$ cat src/rtl/buck_one_pkg.sv
/*
 * Shared constants and carriers for the buck_one setup register bank.
 * Assumes a 200 MHz core clock; all cycle counts derive from its period.
 */
package buck_one_pkg;
    // Register offsets on the control bus
    localparam logic [7:0] NORMAL_SETPT_ADDR = 8'h20;
    localparam logic [7:0] STANDBY_SETPT_ADDR = 8'h21;
    localparam logic [7:0] SLEEP_SETPT_ADDR = 8'h22;
    localparam logic [7:0] MODE_ADDR = 8'h23;
    localparam logic [7:0] CONFIG_ADDR = 8'h24;
    // Values after reset
    localparam logic [7:0] SETPT_RST = 8'h00;
    localparam logic [7:0] MODE_RST = 8'h80;
    localparam logic [7:0] CONFIG_RST = 8'h00;
    // Field layout
    localparam int SETPT_W = 6;
    localparam int MODE_W = 4;
    localparam int SLEEP_SEL_BIT = 5;
    // Voltage coding in millivolts
    localparam int BASE_MV = 300;
    localparam int STEP_MV = 25;
    // Clock period and derived cycle counts
    localparam int CLK_PERIOD_PS = 5000;
    localparam int RAMP_FAST_NS = 2000;
    localparam int RAMP_CYC = (RAMP_FAST_NS * 1000) / CLK_PERIOD_PS;
    localparam int SW_BASE_KHZ = 1000;
    localparam int SW_PERIOD_CYC =
        1000000000 / (SW_BASE_KHZ * CLK_PERIOD_PS);
    localparam logic [1:0] FREQ_RESERVED = 2'h3;
    // Configuration register fields, msb first
    typedef struct packed {
        logic [1:0] ramp;
        logic [1:0] phase;
        logic [1:0] freq;
        logic spare;
        logic ilim_low;
    } config_t;
    // Target handed to the analog regulator
    typedef struct packed {
        logic [SETPT_W-1:0] code;
        logic [10:0] mv;
    } target_t;
endpackage

$ cat src/rtl/buck_one_regs.sv
/*
 * Setup and control register bank for the buck_one regulator, reached
 * over the two-wire serial control bus, with set-point selection, the
 * voltage ramp and the phased switching clock.
 * Assumes SCL/SDA and the mode pins are asynchronous to MCLK_IN and
 * that a board-level pull-up resolves SDA when no one drives it.
 */
// Overview of operation
// - Each 6-bit code means 300 mV plus 25 mV per step, up to 1875 mV.
// - Normal, standby and sleep set points are kept apart; the one of the current mode is used.
// - The normal set point lives in bits 5:0 at 0x20, resets to zero.
// - The standby set point lives in bits 5:0 at 0x21, resets to zero.
// - The sleep set point lives in bits 5:0 at 0x22, resets to zero.
// - The switching mode comes from bits 3:0 of the mode register at 0x23.
// - In sleep, mode bit 5 low turns the regulator off, high runs it in PFM.
// - Config bit 0 low picks the high current limit, high the low one.
// - Config bits 3:2 pick the switching frequency, default zero.
// - Config bits 5:4 pick the switching clock phase, default zero.
// - Config bits 7:6 pick the ramp speed, default zero.
// - Frequency codes 0,1,2 give 1, 2 and 4 MHz; code 3 is reserved.
// - Phase codes 0 to 3 shift the switching clock by 0 to 270 degrees at every frequency, which is 0 to 750 ns only at 1 MHz.
// - Ramp codes 0 to 3 step 25 mV every 2, 4, 8 or 16 us.
`timescale 1ns/1ps
`default_nettype none
module buck_one_regs
    import buck_one_pkg::*;
#(
    parameter logic [6:0] DEV_ADDR = 7'h08 // Arbitrary bus address
) (
    // Clock and reset
    input wire logic MCLK_IN,
    input wire logic RESETN_IN,
    // Serial control bus pins
    input wire logic SCL_IN,
    input wire logic SDA_IN,
    output logic SDA_OUT,
    output logic SDA_OE_OUT,
    // Operating mode pins
    input wire logic STANDBY_IN,
    input wire logic SLEEP_IN,
    // Regulator controls
    output target_t TARGET_OUT,
    output logic REG_EN_OUT,
    output logic PFM_OUT,
    output logic [MODE_W-1:0] SW_MODE_OUT,
    output config_t CONF_OUT,
    output logic SW_CLK_OUT
);
    typedef enum logic [3:0] {
        ST_IDLE, ST_ADDR, ST_ACK_ADDR, ST_PTR, ST_ACK_PTR,
        ST_WR, ST_ACK_WR, ST_RD, ST_ACK_RD
    } bus_state_t;

    bus_state_t state_q;
    logic [2:0] scl_s, sda_s;
    logic [1:0] stby_s, slp_s;
    logic [3:0] cnt_q;
    logic [7:0] shift_q, ptr_q, rd_data;
    logic rw_q, nack_q, drv_low_q, wr_stb_q;
    logic [SETPT_W-1:0] setpt_q [3];
    logic [MODE_W-1:0] mode_q;
    logic sleep_pfm_q;
    config_t cfg_q;
    logic [SETPT_W-1:0] act_code, code_d;
    logic [11:0] ramp_cnt_q, ramp_int;
    logic [7:0] acc_q;
    logic [8:0] acc_sum, pos_sum;
    logic sw_clk_q;
    logic scl_rise, scl_fall, start_ev, stop_ev;

    // Pin synchronisers; index 2 is an edge-detect delay stage
    always_ff @(posedge MCLK_IN or negedge RESETN_IN) begin
        if (!RESETN_IN) begin
            scl_s <= 3'h7;
            sda_s <= 3'h7;
            stby_s <= 2'h0;
            slp_s <= 2'h0;
        end else begin
            scl_s <= {scl_s[1:0], SCL_IN};
            sda_s <= {sda_s[1:0], SDA_IN};
            stby_s <= {stby_s[0], STANDBY_IN};
            slp_s <= {slp_s[0], SLEEP_IN};
        end
    end

    assign scl_rise = scl_s[1] & ~scl_s[2];
    assign scl_fall = ~scl_s[1] & scl_s[2];
    assign start_ev = scl_s[1] & scl_s[2] & ~sda_s[1] & sda_s[2];
    assign stop_ev = scl_s[1] & scl_s[2] & sda_s[1] & ~sda_s[2];

    // Bus engine: bits sampled on SCL rise, SDA changed on SCL fall
    always_ff @(posedge MCLK_IN or negedge RESETN_IN) begin
        if (!RESETN_IN) begin
            state_q <= ST_IDLE;
            cnt_q <= 4'h0;
            shift_q <= 8'h00;
            ptr_q <= 8'h00;
            rw_q <= 1'b0;
            nack_q <= 1'b0;
            drv_low_q <= 1'b0;
            wr_stb_q <= 1'b0;
        end else begin
            wr_stb_q <= 1'b0;
            if (start_ev) begin
                state_q <= ST_ADDR;
                cnt_q <= 4'h0;
                drv_low_q <= 1'b0;
            end else if (stop_ev) begin
                state_q <= ST_IDLE;
                drv_low_q <= 1'b0;
            end else if (scl_rise) begin
                case (state_q)
                    ST_ADDR, ST_PTR, ST_WR: begin
                        shift_q <= {shift_q[6:0], sda_s[1]};
                        cnt_q <= cnt_q + 4'h1;
                    end
                    ST_ACK_RD: nack_q <= sda_s[1];
                    default: ;
                endcase
            end else if (scl_fall) begin
                case (state_q)
                    ST_ADDR: begin
                        if (cnt_q == 4'h8) begin
                            if (shift_q[7:1] == DEV_ADDR) begin
                                state_q <= ST_ACK_ADDR;
                                rw_q <= shift_q[0];
                                drv_low_q <= 1'b1;
                            end else begin
                                state_q <= ST_IDLE; // Not for us
                            end
                        end
                    end
                    ST_ACK_ADDR: begin
                        cnt_q <= 4'h0;
                        if (rw_q) begin
                            shift_q <= rd_data;
                            drv_low_q <= ~rd_data[7];
                            state_q <= ST_RD;
                        end else begin
                            drv_low_q <= 1'b0;
                            state_q <= ST_PTR;
                        end
                    end
                    ST_PTR: begin
                        if (cnt_q == 4'h8) begin
                            ptr_q <= shift_q;
                            drv_low_q <= 1'b1;
                            state_q <= ST_ACK_PTR;
                        end
                    end
                    ST_ACK_PTR, ST_ACK_WR: begin
                        drv_low_q <= 1'b0;
                        cnt_q <= 4'h0;
                        if (state_q == ST_ACK_WR) begin
                            ptr_q <= ptr_q + 8'h01; // Burst writes
                        end
                        state_q <= ST_WR;
                    end
                    ST_WR: begin
                        if (cnt_q == 4'h8) begin
                            wr_stb_q <= 1'b1;
                            drv_low_q <= 1'b1;
                            state_q <= ST_ACK_WR;
                        end
                    end
                    ST_RD: begin
                        if (cnt_q == 4'h7) begin
                            drv_low_q <= 1'b0; // Host drives ack
                            ptr_q <= ptr_q + 8'h01;
                            state_q <= ST_ACK_RD;
                        end else begin
                            cnt_q <= cnt_q + 4'h1;
                            shift_q <= {shift_q[6:0], 1'b0};
                            drv_low_q <= ~shift_q[6];
                        end
                    end
                    ST_ACK_RD: begin
                        if (nack_q) begin
                            state_q <= ST_IDLE;
                        end else begin
                            shift_q <= rd_data;
                            drv_low_q <= ~rd_data[7];
                            cnt_q <= 4'h0;
                            state_q <= ST_RD;
                        end
                    end
                    default: state_q <= ST_IDLE;
                endcase
            end
        end
    end

    // Open-drain: the data level is always low, only the enable moves
    assign SDA_OUT = 1'b0;
    assign SDA_OE_OUT = drv_low_q;

    // Set-point registers, one per operating mode
    for (genvar g = 0; g < 3; g++) begin : g_setpt
        always_ff @(posedge MCLK_IN or negedge RESETN_IN) begin
            if (!RESETN_IN) begin
                setpt_q[g] <= SETPT_RST[SETPT_W-1:0];
            end else if (wr_stb_q &&
                         ptr_q == 8'(NORMAL_SETPT_ADDR + g)) begin
                setpt_q[g] <= shift_q[SETPT_W-1:0];
            end
        end
    end

    // Mode and configuration registers
    always_ff @(posedge MCLK_IN or negedge RESETN_IN) begin
        if (!RESETN_IN) begin
            mode_q <= MODE_RST[MODE_W-1:0];
            sleep_pfm_q <= MODE_RST[SLEEP_SEL_BIT];
            cfg_q <= CONFIG_RST;
        end else if (wr_stb_q) begin
            if (ptr_q == MODE_ADDR) begin
                mode_q <= shift_q[MODE_W-1:0];
                sleep_pfm_q <= shift_q[SLEEP_SEL_BIT];
            end
            if (ptr_q == CONFIG_ADDR) begin
                cfg_q <= shift_q;
            end
        end
    end

    // Read-back; unmapped offsets and unused mode bits read zero, config spare bit 1 reads as written
    always_comb begin
        case (ptr_q)
            NORMAL_SETPT_ADDR: rd_data = {2'h0, setpt_q[0]};
            STANDBY_SETPT_ADDR: rd_data = {2'h0, setpt_q[1]};
            SLEEP_SETPT_ADDR: rd_data = {2'h0, setpt_q[2]};
            MODE_ADDR: rd_data = {2'h0, sleep_pfm_q, 1'b0, mode_q};
            CONFIG_ADDR: rd_data = cfg_q;
            default: rd_data = 8'h00;
        endcase
    end

    // Set point of the mode in force; sleep outranks standby
    always_comb begin
        if (slp_s[1]) begin
            act_code = setpt_q[2];
        end else if (stby_s[1]) begin
            act_code = setpt_q[1];
        end else begin
            act_code = setpt_q[0];
        end
        ramp_int = 12'(RAMP_CYC << cfg_q.ramp);
        code_d = TARGET_OUT.code;
        if (ramp_cnt_q == ramp_int - 12'h001) begin
            if (act_code > TARGET_OUT.code) begin
                code_d = TARGET_OUT.code + 6'h01;
            end else if (act_code < TARGET_OUT.code) begin
                code_d = TARGET_OUT.code - 6'h01;
            end
        end
    end

    // Ramp: one code step per interval so load sees a controlled slope
    always_ff @(posedge MCLK_IN or negedge RESETN_IN) begin
        if (!RESETN_IN) begin
            ramp_cnt_q <= 12'h000;
            TARGET_OUT <= '{code: SETPT_RST[SETPT_W-1:0],
                            mv: 11'(BASE_MV)};
        end else begin
            if (act_code == TARGET_OUT.code ||
                ramp_cnt_q >= ramp_int - 12'h001) begin
                ramp_cnt_q <= 12'h000;
            end else begin
                ramp_cnt_q <= ramp_cnt_q + 12'h001;
            end
            TARGET_OUT.code <= code_d;
            TARGET_OUT.mv <= 11'(BASE_MV + STEP_MV * code_d);
        end
    end

    // Regulator state and static controls
    always_ff @(posedge MCLK_IN or negedge RESETN_IN) begin
        if (!RESETN_IN) begin
            REG_EN_OUT <= 1'b1;
            PFM_OUT <= 1'b0;
            SW_MODE_OUT <= MODE_RST[MODE_W-1:0];
            CONF_OUT <= CONFIG_RST;
        end else begin
            REG_EN_OUT <= !(slp_s[1] && !sleep_pfm_q);
            PFM_OUT <= slp_s[1] && sleep_pfm_q;
            SW_MODE_OUT <= mode_q;
            CONF_OUT <= cfg_q;
        end
    end

    // Phase accumulator over one 1 MHz period; faster rates step faster
    // so every frequency, and every phase at 1 and 2 MHz, lands on an exact cycle.
    assign acc_sum = {1'b0, acc_q} + (9'h001 << cfg_q.freq);
    assign pos_sum = {1'b0, acc_q} + 9'(cfg_q.phase * 50);
    always_ff @(posedge MCLK_IN or negedge RESETN_IN) begin
        if (!RESETN_IN) begin
            acc_q <= 8'h00;
            sw_clk_q <= 1'b0;
        end else begin
            if (acc_sum >= 9'(SW_PERIOD_CYC)) begin
                acc_q <= 8'(acc_sum - 9'(SW_PERIOD_CYC));
            end else begin
                acc_q <= acc_sum[7:0];
            end
            if (cfg_q.freq == FREQ_RESERVED) begin
                sw_clk_q <= 1'b0; // Reserved code parks the clock
            end else if (pos_sum >= 9'(SW_PERIOD_CYC)) begin
                sw_clk_q <= (pos_sum - 9'(SW_PERIOD_CYC)) <
                            9'(SW_PERIOD_CYC / 2);
            end else begin
                sw_clk_q <= pos_sum < 9'(SW_PERIOD_CYC / 2);
            end
        end
    end
    assign SW_CLK_OUT = sw_clk_q;
endmodule
`default_nettype wire

$ cat config.mk
export PLATFORM = sky130hd
export DESIGN_NAME = buck_one_regs
export DESIGN_NICKNAME = d
export VERILOG_FILES = /design/src/rtl/buck_one_pkg.sv /design/src/rtl/buck_one_regs.sv
export SDC_FILE = /design/constraint.sdc
export NUM_CORES = 1
export LEC_CHECK = 0
export ABC_AREA = 1
export BUFFER_PORTS_ARGS = -buffer_cell sky130_fd_sc_hd__buf_2
export CAP_MARGIN = 0
export CORE_ASPECT_RATIO = 1.5
export CORE_MARGIN = 3
export CORE_UTILIZATION = 35
export CTS_CLUSTER_DIAMETER = 120
export DETAILED_ROUTE_END_ITERATION = 10
export HOLD_SLACK_MARGIN = 0.02
export PLACE_DENSITY_LB_ADDON = 0.2
export SLEW_MARGIN = 20
export SYNTH_ARGS = -nofsm -noshare
export SYNTH_HDL_FRONTEND = slang
export SYNTH_SLANG_ARGS = --single-unit
$ cat constraint.sdc
create_clock -name MCLK_IN -period 5.5 [get_ports MCLK_IN]
set_clock_uncertainty 0.15 [all_clocks]
set_input_delay 1.1 -clock MCLK_IN [delete_from_list [all_inputs] [get_ports MCLK_IN]]
set_output_delay 1.1 -clock MCLK_IN [all_outputs]
set_load 0.005 [all_outputs]
---- Word level (Yosys, flattened, before mapping) ----
Cells that the tools add are included.
operators by class
  add/subtract/negate cells ............... 11
  multipliers ............................. 2
  order comparisons ....................... 7
  equality and inequality tests ........... 38
  shifts and indexed selects .............. 2
  muxes and demuxes ....................... 58
  bitwise logic cells ..................... 16
  reduce and logical (&&, ||, !) cells .... 28
operators by type and width
  cell                                                                    number
  8-bit two-way mux                                                       10
  4-bit two-way mux                                                       15
  8-bit one-hot mux with 3 select lines                                   2
  8-bit by 6-bit equality test with 1-bit output (second input constant)  5
  8-bit one-hot mux with 5 select lines                                   1
  4-bit inequality test (second input constant)                           8
  6-bit two-way mux                                                       5
  4-bit one-hot mux with 7 select lines                                   1
  4-bit by 3-bit equality test with 1-bit output (second input constant)  5
  9-bit by 8-bit >= comparator with 1-bit output (second input constant)  2
  9-bit by 7-bit < comparator with 1-bit output (second input constant)   2
  1-bit two-way mux                                                       18
  8-bit AND reduction                                                     2
  7-bit AND reduction                                                     2
  12-bit by 1-bit adder with 12-bit output (second input constant)        1
  12-bit equality test                                                    1
  12-bit >= comparator                                                    1
  12-bit two-way mux                                                      1
  4-bit one-hot mux with 3 select lines                                   1
  6-bit AND reduction                                                     2
  9-bit by 2-bit << shifter with 12-bit output (first input constant)     1
  12-bit by 1-bit subtractor with 12-bit output (second input constant)   1
  9-bit by 11-bit adder with 11-bit output (first input constant)         1
  5-bit by 6-bit multiplier with 11-bit output (first input constant)     1
  40 further kinds                                                        73
word-level totals
  register bits ........................... 121
  input bits .............................. 6
  output and inout port bits .............. 34

---- Longest topological paths before layout ----
Gate-level depths: netlist (run 1).
  word-level depth ........................ 9
  gate-level depth with buffers ........... 32

---- Worst setup path after synthesis (run 1) ----
OpenSTA, ideal clock, no wires.
  path kind ............................... flip-flop to flip-flop
  from .................................... reg cfg_q[7] (netlist bit)
  to ...................................... reg TARGET_OUT[10] (netlist bit)
  setup time .............................. 0.116 ns
  data arrival time ....................... 4.119 ns
  data required time ...................... 5.234 ns
  setup slack ............................. 1.114 ns
  stages on the path, launching flop included .. 26
  buffers on the path ..................... 0
  period minus slack after synthesis ...... 4.386 ns
  path through ............................ dfrtp_1 -> inv_1 -> ha_1 -> inv_1 -> ha_1 -> nand2_1 -> nor2_1 -> nand2_1 -> nor2_1 -> nand2_1 -> nor2_1 -> o21ai_0 -> xor2_1 -> ha_1 -> fa_1 -> inv_1 -> ha_1 -> fa_1 -> nand3_1 -> nand2_1 -> nand2_1 -> nand2_1 -> a21oi_1 -> inv_1 -> nand2_1 -> nand2_1
between the ends
  longest elaborated chain between the ends .. 6
RTL lines
  what                                           RTL line              text
  start, declared                                buck_one_regs.sv:63   config_t cfg_q;
  start signal, assigned                         buck_one_regs.sv:221  cfg_q <= shift_q;
  9-bit by 2-bit << shifter with 12-bit output   buck_one_regs.sv:247  ramp_int = 12'(RAMP_CYC << cfg_q.ramp);
  12-bit by 1-bit subtractor with 12-bit output  buck_one_regs.sv:249  if (ramp_cnt_q == ramp_int - 12'h001) begin
  12-bit equality test                           buck_one_regs.sv:249
  6-bit two-way mux                              buck_one_regs.sv:249
  5-bit by 6-bit multiplier with 11-bit output   buck_one_regs.sv:272  TARGET_OUT.mv <= 11'(BASE_MV + STEP_MV * code_d);
  9-bit by 11-bit adder with 11-bit output       buck_one_regs.sv:272
  end signal, assigned                           buck_one_regs.sv:262  TARGET_OUT <= '{code: SETPT_RST[SETPT_W-1:0],
  end, declared                                  buck_one_regs.sv:42   output target_t TARGET_OUT,
No other way between the ends.
A chain may end at the register's enable or synchronous reset.

---- Worst setup path after layout (run 1) ----
Same ends and word-level chain as after synthesis.

==> results of run 1 <==
[cell families (layout without fill, tap and decap cells)]
group                      Yosys count  in the layout
AOI/OAI and AO/OA                  120            120
xor gates and xnor gates            24             24
adders and majority gates           66             66
buffers and inverters              140            202
DFF                                119            119
muxes                                1              1
other                                1              1
and+or+nand+nor                    478            478
[worst max-delay path by stage]
stage | depth (start not counted) | startpoint | end | slack, ps
2_1_floorplan | 25 | cfg_q[7]$_DFFE_PN0P_ | TARGET_OUT[10]$_DFF_PN0_ | 1110
3_3_place_gp | 25 | cfg_q[7]$_DFFE_PN0P_ | TARGET_OUT[10]$_DFF_PN0_ | 860
3_5_place_dp | 25 | cfg_q[7]$_DFFE_PN0P_ | TARGET_OUT[10]$_DFF_PN0_ | 780
4_1_cts | 25 | cfg_q[7]$_DFFE_PN0P_ | TARGET_OUT[10]$_DFF_PN0_ | 760
5_1_grt | 25 | cfg_q[7]$_DFFE_PN0P_ | TARGET_OUT[10]$_DFF_PN0_ | 250
6_report | 25 | cfg_q[7]$_DFFE_PN0P_ | TARGET_OUT[10]$_DFF_PN0_ | 780
[cells in the final DEF, fill, tap and decap left out, types with 11 or more instances in the layout]
cell type | synthesis | final
a21oi_1 | 31 | 31
buf_2 | 5 | 37
nand2_1 | 251 | 251
nor2_1 | 85 | 85
o21ai_1 | 24 | 24
inv_1 | 113 | 113
o21ai_0 | 43 | 43
inv_2 | 13 | 13
nor3_1 | 13 | 13
clkbuf_16 | 0 | 17
xor2_1 | 18 | 18
ha_1 | 61 | 61
dfstp_2 | 11 | 11
dfrtp_1 | 108 | 108
nand4_1 | 23 | 23
nand3_1 | 62 | 62
[cell usage after synthesis (all sizes together)]
cell / count
nor2: 94
o22ai: 3
a21oi: 36
fa: 5
o211ai: 7
mux2i: 1
nand2: 264
inv: 127
a211oi: 1
nor3: 17
xnor2: 6
nand4: 24
ha: 61
o21bai: 1
buf: 11
xor2: 18
dfstp: 11
nand3b: 5
a21boi: 1
o21ai: 71
conb: 1
clkinv: 1
nand3: 67
nor3b: 4
dfrtp: 108
or2: 3
bufinv: 1
[report_power, final]
group          internal (mW)  leakage [nW]  switching [mW]
Sequential             0.915          1.57          0.0313
Clock                  0.636         0.259           0.436
Combinational         0.0624          2.64           0.137
[cell type report]
| class | count | area, um2 | share of cell area [%] |
|---|---|---|---|
| multi-input cells | 690 | 3950 | 46.1 |
| flip-flops and latches | 119 | 2990 | 34.9 |
| inverters | 129 | 518 | 6.04 |
| clock buffers | 19 | 443 | 5.16 |
| well taps | 268 | 335 | 3.91 |
| repair buffers | 41 | 215 | 2.51 |
| clock inverters | 13 | 124 | 1.44 |
[layer usage]
metal | global-route usage (%) | part of all wire [%] | wire length (um)
met1 | 17.9 | 40 | 7400
met2 | 31.1 | 54 | 10000
met3 | 3.53 | 2.5 | 468
met4 | 7.77 | 3.1 | 567
met5 | 0 | 0 | 0
[per-stage QoR]
stage,hold WS [ps],worst slack (ps),cell area (um2)
finish,204,783,8580
global route,209,248,8580
CTS,206,761,8580
detailed placement,197,785,8010
global placement,196,864,8010
floorplan,181,1110,7540
[state kept, by name (all words and copies together), names as in the netlist, 2 cells and up]
signal / count
TARGET_OUT: 15
slp_s: 2
scl_s: 3
CONF_OUT: 8
sda_s: 3
acc_q: 8
cnt_q: 4
mode_q: 4
SW_MODE_OUT: 4
stby_s: 2
state_q: 4
ramp_cnt_q: 12
shift_q: 8
setpt_q: 18
cfg_q: 8
ptr_q: 8
[critical path, delay by kind of cell, from the launching register on]
kind,cells,cell delay (ps)
XOR/XNOR,1,190
buffers and inverters,4,250
AO/OA/AOI/OAI,2,320
adder cells (fa/ha/maj),6,2190
AND/OR/NAND/NOR,12,1050
flip-flops,1,450
==> run metrics, run 1 <==
vias in the first global route=about 6300; Hold Crit Depth=0; Synth Area in Simple Gates=slightly below 30%; CTS tree=built; Layout area overhead=13.7%; post-route ant nets=0; max cap viols=0; largest family of logic cells by synthesized area=simple AND/OR/NAND/NOR gates; final hold violation count=0; status=finished clean; share of layout cells above drive strength 1=approximately 14%; Tot Pwr=2.22 mW; TritonCTS buffer count=17; row count=between 60 and 70; clk buf depth=2; Max IR drop VDD=between 0.2 and 0.25 mV; FF+latch count, synth=119; Finished Layout Cells=roughly 1300; Crit Path Max Fanout=6; Rel. slew slack=52.3%; grt total ovfl=0; initial antenna violation count=0; Cell Area, Synth=~0.0075 mm2; Setup TNS Final=0 ps; Hold Path Sink=sda_s[1]$_DFF_PN1_; Fill cells=~2200; leading area contributor after synthesis=dfrtp_1; R2R Setup Slk=just under 800 ps; via-per-instance ratio=4.84; port bufs=38; CP most frequent cell=nand2_1; drc violations=0; die width=between 100 and 150 um; root buffer cell=clkbuf_16; register area share after synthesis=between 30% and 40%; first-pass GRT wire length=between 30 and 40 mm; P_leak=about 4.5 nW; I/O Pins=40; Cell variety after synth=47; multiplexer share of the synthesized area=less than 1%; worst reg2reg path depth=25; Critical R2R Launch=cfg_q[7]$_DFFE_PN0P_; final core utilization=about 41%; Worst path max stage delay=approximately 500 ps; Gate Count Post-Synth=~950; slowest CP cell=fa_1; post-cts gate resize count=0; clk_lat worst skew=420 ps; Arrival @ worst endpoint=4880 ps; Clock Sinks=119; xor/xnor share of the synthesized area=between 2 and 3%; post-layout min period=4720 ps; final period utilization=85.8%; placed insts=around 1200; Max Clk Rate=around 210 MHz; die footprint=0.0234 mm2; cts hold-fix bufs=0; Core Area=0.0211 mm2; hold path start=sda_s[0]$_DFF_PN1_; crit start category=register; clk slew on worst S/H paths=roughly 60 ps; post-DP HPWL=roughly 14 mm; DR WL/cell=~14 um; RSZ-0062 raised after global routing=no; TritonRoute pass-1 iters=4; routed via count=just over 6000; Final Routed Wirelength=18.5 mm; Nets=between 1000 and 1500; Die Y=between 150 and 200 um; antenna diode count=0; syn_nets=roughly 1000; Worst Tran Pin Value=between 700 and 800 ps; RR Endpoint=TARGET_OUT[10]$_DFF_PN0_; Synth Area in Compound Gates=between 8 and 9%; post-CTS setup buffer count=0; Synthesis Warnings=0; # H-tree levels=4; fin. max-slew vios=0; Routability Congestion=~0.86; top post-synthesis cells by area=dfrtp_1 36%, nand2_1 12%, ha_1 10%; Iter 0 DRT Violations=about 300; WP data required=5660 ps; effective utilization at floorplan=between 30 and 40%; Synth Area per Inst=a little under 8 um2; Crit Path Class=reg -> reg; HP Class=reg -> reg; Synth top area share=a little over a third; final setup violation count=0; total track usage=between 10% and 20%; pwr/cell area=roughly 260 mW/mm2; Adder-Cell Fraction of Synth Area=between 10% and 20%; largest net degree at the start of global routing=56; Critical Path End Type=register
Power figures use the tool's default switching activity.
==> run 2: changes to the inputs <==
Settings changed: CAP_MARGIN 0 to 20, CORE_UTILIZATION 35 to 40.
==> run 2 against run 1 <==
  * Flip-flop and latch count unchanged
  * Hold slack worse by 0.55 ps
  * Routed wire length down 3.7%
  * Global-route usage up 1.5 points
  * Final area up 0.34%
  * Largest cell class unchanged
==> run metrics, run 2 (same netlist as run 1, synthesis figures left out) <==
final period utilization=86.5% (was 85.8%); largest net degree at the start of global routing=58 (was 56); Nets=1069 (was 1070); WP data required=5650 ps (was 5660 ps); drc violations=0 (unchanged); Combinational Power Share=8.6% (was 9.0%); post-route ant nets=0 (unchanged); cts hold-fix bufs=0 (unchanged); clk buf depth=2 (unchanged); routed via count=6206 (was 6187); DR WL/cell=14.1 um (was 14.4 um); Max IR drop VDD=0.200 mV (was 0.209 mV); effective utilization at floorplan=41.4% (was 35.7%); Fill cells=1785 (was 2216); post-cts gate resize count=0 (unchanged); Critical Path End Type=register (unchanged); Crit Path Class=reg -> reg (unchanged); Psw=571 uW (was 605 uW); post-layout min period=4760 ps (was 4720 ps); clock share of power=51.0% (was 48.3%); row count=60 (was 65); Crit Path Max Fanout=8 (was 6); fin. max-slew vios=0 (unchanged); DP Area=0.00798 mm2 (was 0.00801 mm2); Worst Tran Pin Value=750 ps (was 716 ps); Critical R2R Launch=slp_s[1]$_DFF_PN0_ (was cfg_q[7]$_DFFE_PN0P_); Die Y=174 um (was 186 um); root buffer cell=clkbuf_16 (unchanged); P_int=1.77 mW (was 1.61 mW); most frequent cells in the layout=251 x nand2_1, 113 x inv_1, 108 x dfrtp_1 (unchanged); via-per-instance ratio=4.93 (was 4.84); die width=118 um (was 126 um); I/O Pins=40 (unchanged); grt total ovfl=0 (unchanged); RSZ-0062 raised after global routing=no (unchanged); P_leak=4.51 nW (was 4.47 nW); antenna diode count=0 (unchanged); final setup violation count=0 (unchanged); clk slew on worst S/H paths=50 ps (was 60 ps); initial antenna violation count=0 (unchanged); port bufs=38 (unchanged); Critical path origin=slp_s[1]$_DFF_PN0_ (was cfg_q[7]$_DFFE_PN0P_); post-CTS setup buffer count=0 (unchanged); Rel. slew slack=50.0% (was 52.3%); pwr/cell area=272 mW/mm2 (was 259 mW/mm2); max cap viols=0 (unchanged); Clock Sinks=119 (unchanged); crit start category=register (unchanged); first-pass GRT wire length=30.2 mm (was 30.8 mm); placed insts=1226 (was 1247); Iter 0 DRT Violations=371 (was 302); max reg flops=18 (unchanged); Layout area overhead=14.1% (was 13.7%); largest registers=setpt_q x18, TARGET_OUT x15, ramp_cnt_q x12 (unchanged); final hold violation count=0 (unchanged); Finished Layout Cells=1258 (was 1279); post-layout instance area=0.00861 mm2 (was 0.00858 mm2); clk_lat worst skew=420 ps (about the same); commonest non-fill, non-tap cell in the layout=nand2_1 (unchanged); Core Area=0.0182 mm2 (was 0.0211 mm2); TritonRoute pass-1 iters=5 (was 4); Reg with most FFs=setpt_q (unchanged); vias in the first global route=6201 (was 6272); total track usage=18.1% (was 16.7%); Final Routed Wirelength=17.8 mm (was 18.5 mm); switch share=24.4% (was 27.3%); status=finished clean (unchanged); TritonCTS buffer count=17 (unchanged); CTS tree=built (unchanged); share of layout cells above drive strength 1=13.9% (was 14.2%); final core utilization=47.2% (was 40.6%); Arrival @ worst endpoint=4910 ps (was 4880 ps); hold path start=scl_s[0]$_DFF_PN1_ (was sda_s[0]$_DFF_PN1_); Max Clk Rate=210 MHz (was 212 MHz); # H-tree levels=4 (unchanged); Sequential Power Share=40.4% (was 42.7%); die footprint=0.0206 mm2 (was 0.0234 mm2); post-DP HPWL=13.5 mm (was 14.2 mm); HP Class=reg -> reg (unchanged); Setup TNS Final=0 ps (unchanged); Routability Congestion=0.940 (was 0.864)
[run 2: cell types whose count changed in the layout (fill, tap and decap cells not counted)]
cell / delta
clkbuf_8: +2
buf_4: -1
clkinvlp_4: -5
inv_6: -3
clkinv_2: +1
bufinv_16: +3
clkinv_4: -1
clkbuf_1: +3
[run 2: final cells by class]
class	instances	area (um2)	share of cell area [%]
Timing Repair Buffer	40	208	2.41
Sequential cell	119	2990	34.8
Inverter	129	518	6.02
Multi-Input combinational cell	690	3950	45.9
Tap cell	248	310	3.60
Clock inverter	8	146	1.70
Clock buffer	24	482	5.60
[run 2: path summary, 6_finish.rpt]
kind	to	slack [ps]	cells after the start
max	TARGET_OUT[10]$_DFF_PN0_	740	24
min	scl_s[1]$_DFF_PN1_	200	0
max reg2reg	TARGET_OUT[10]$_DFF_PN0_	740	24
min reg2reg	scl_s[1]$_DFF_PN1_	200	0
max in group asynchronous	TARGET_OUT[2]$_DFF_PN1_	3640	2
min in group asynchronous	ptr_q[0]$_DFFE_PN0P_	610	1
[run 2: per-stage QoR]
step | setup WS [ps] | power, mW | hold WS (ps)
5_1_grt | 326 | 2.45 | 207
3_5_place_dp | 755 | 1.16 | 197
3_3_place_gp | 859 | 1.16 | 196
6_report | 744 | 2.34 | 204
2_1_floorplan | 1110 | 1.09 | 181
4_1_cts | 726 | 2.37 | 205
[run 2: power groups by stage]
stage | registers (mW) | clock network, mW | logic (mW)
floorplan | 0.953 | 0 | 0.135
global placement | 0.960 | 0 | 0.202
detailed placement | 0.961 | 0 | 0.203
CTS | 0.946 | 1.22 | 0.204
global route | 0.952 | 1.26 | 0.232
finish | 0.946 | 1.20 | 0.201
[run 2: routing by layer]
| layer | wire length [um] | global-route usage, % | vias up |
|---|---|---|---|
| li1 | - | - | 3164 |
| met1 | 7280 | 20.2 | 2904 |
| met2 | 9580 | 33.7 | 103 |
| met3 | 470 | 3.22 | 35 |
| met4 | 428 | 7.38 | 0 |
| met5 | 0 | 0 | - |
[run 2: critical path: stages (launching register included)]
cell and delay (ps):
dfrtp_1 430, inv_1 190, nor2_1 70, a21oi_1 120, ha_1 250, a21oi_1 240
nand3_2 190, nand2_1 180, nand2_1 90, nor2_1 90, o21ai_0 170, xor2_1 200
ha_1 340, fa_1 510, inv_1 40, ha_1 320, fa_1 460, nand3_1 100
nand2_1 80, nand2_1 70, nand2_1 50, a21oi_1 150, inv_1 50, nand2_1 60
nand2_1 50
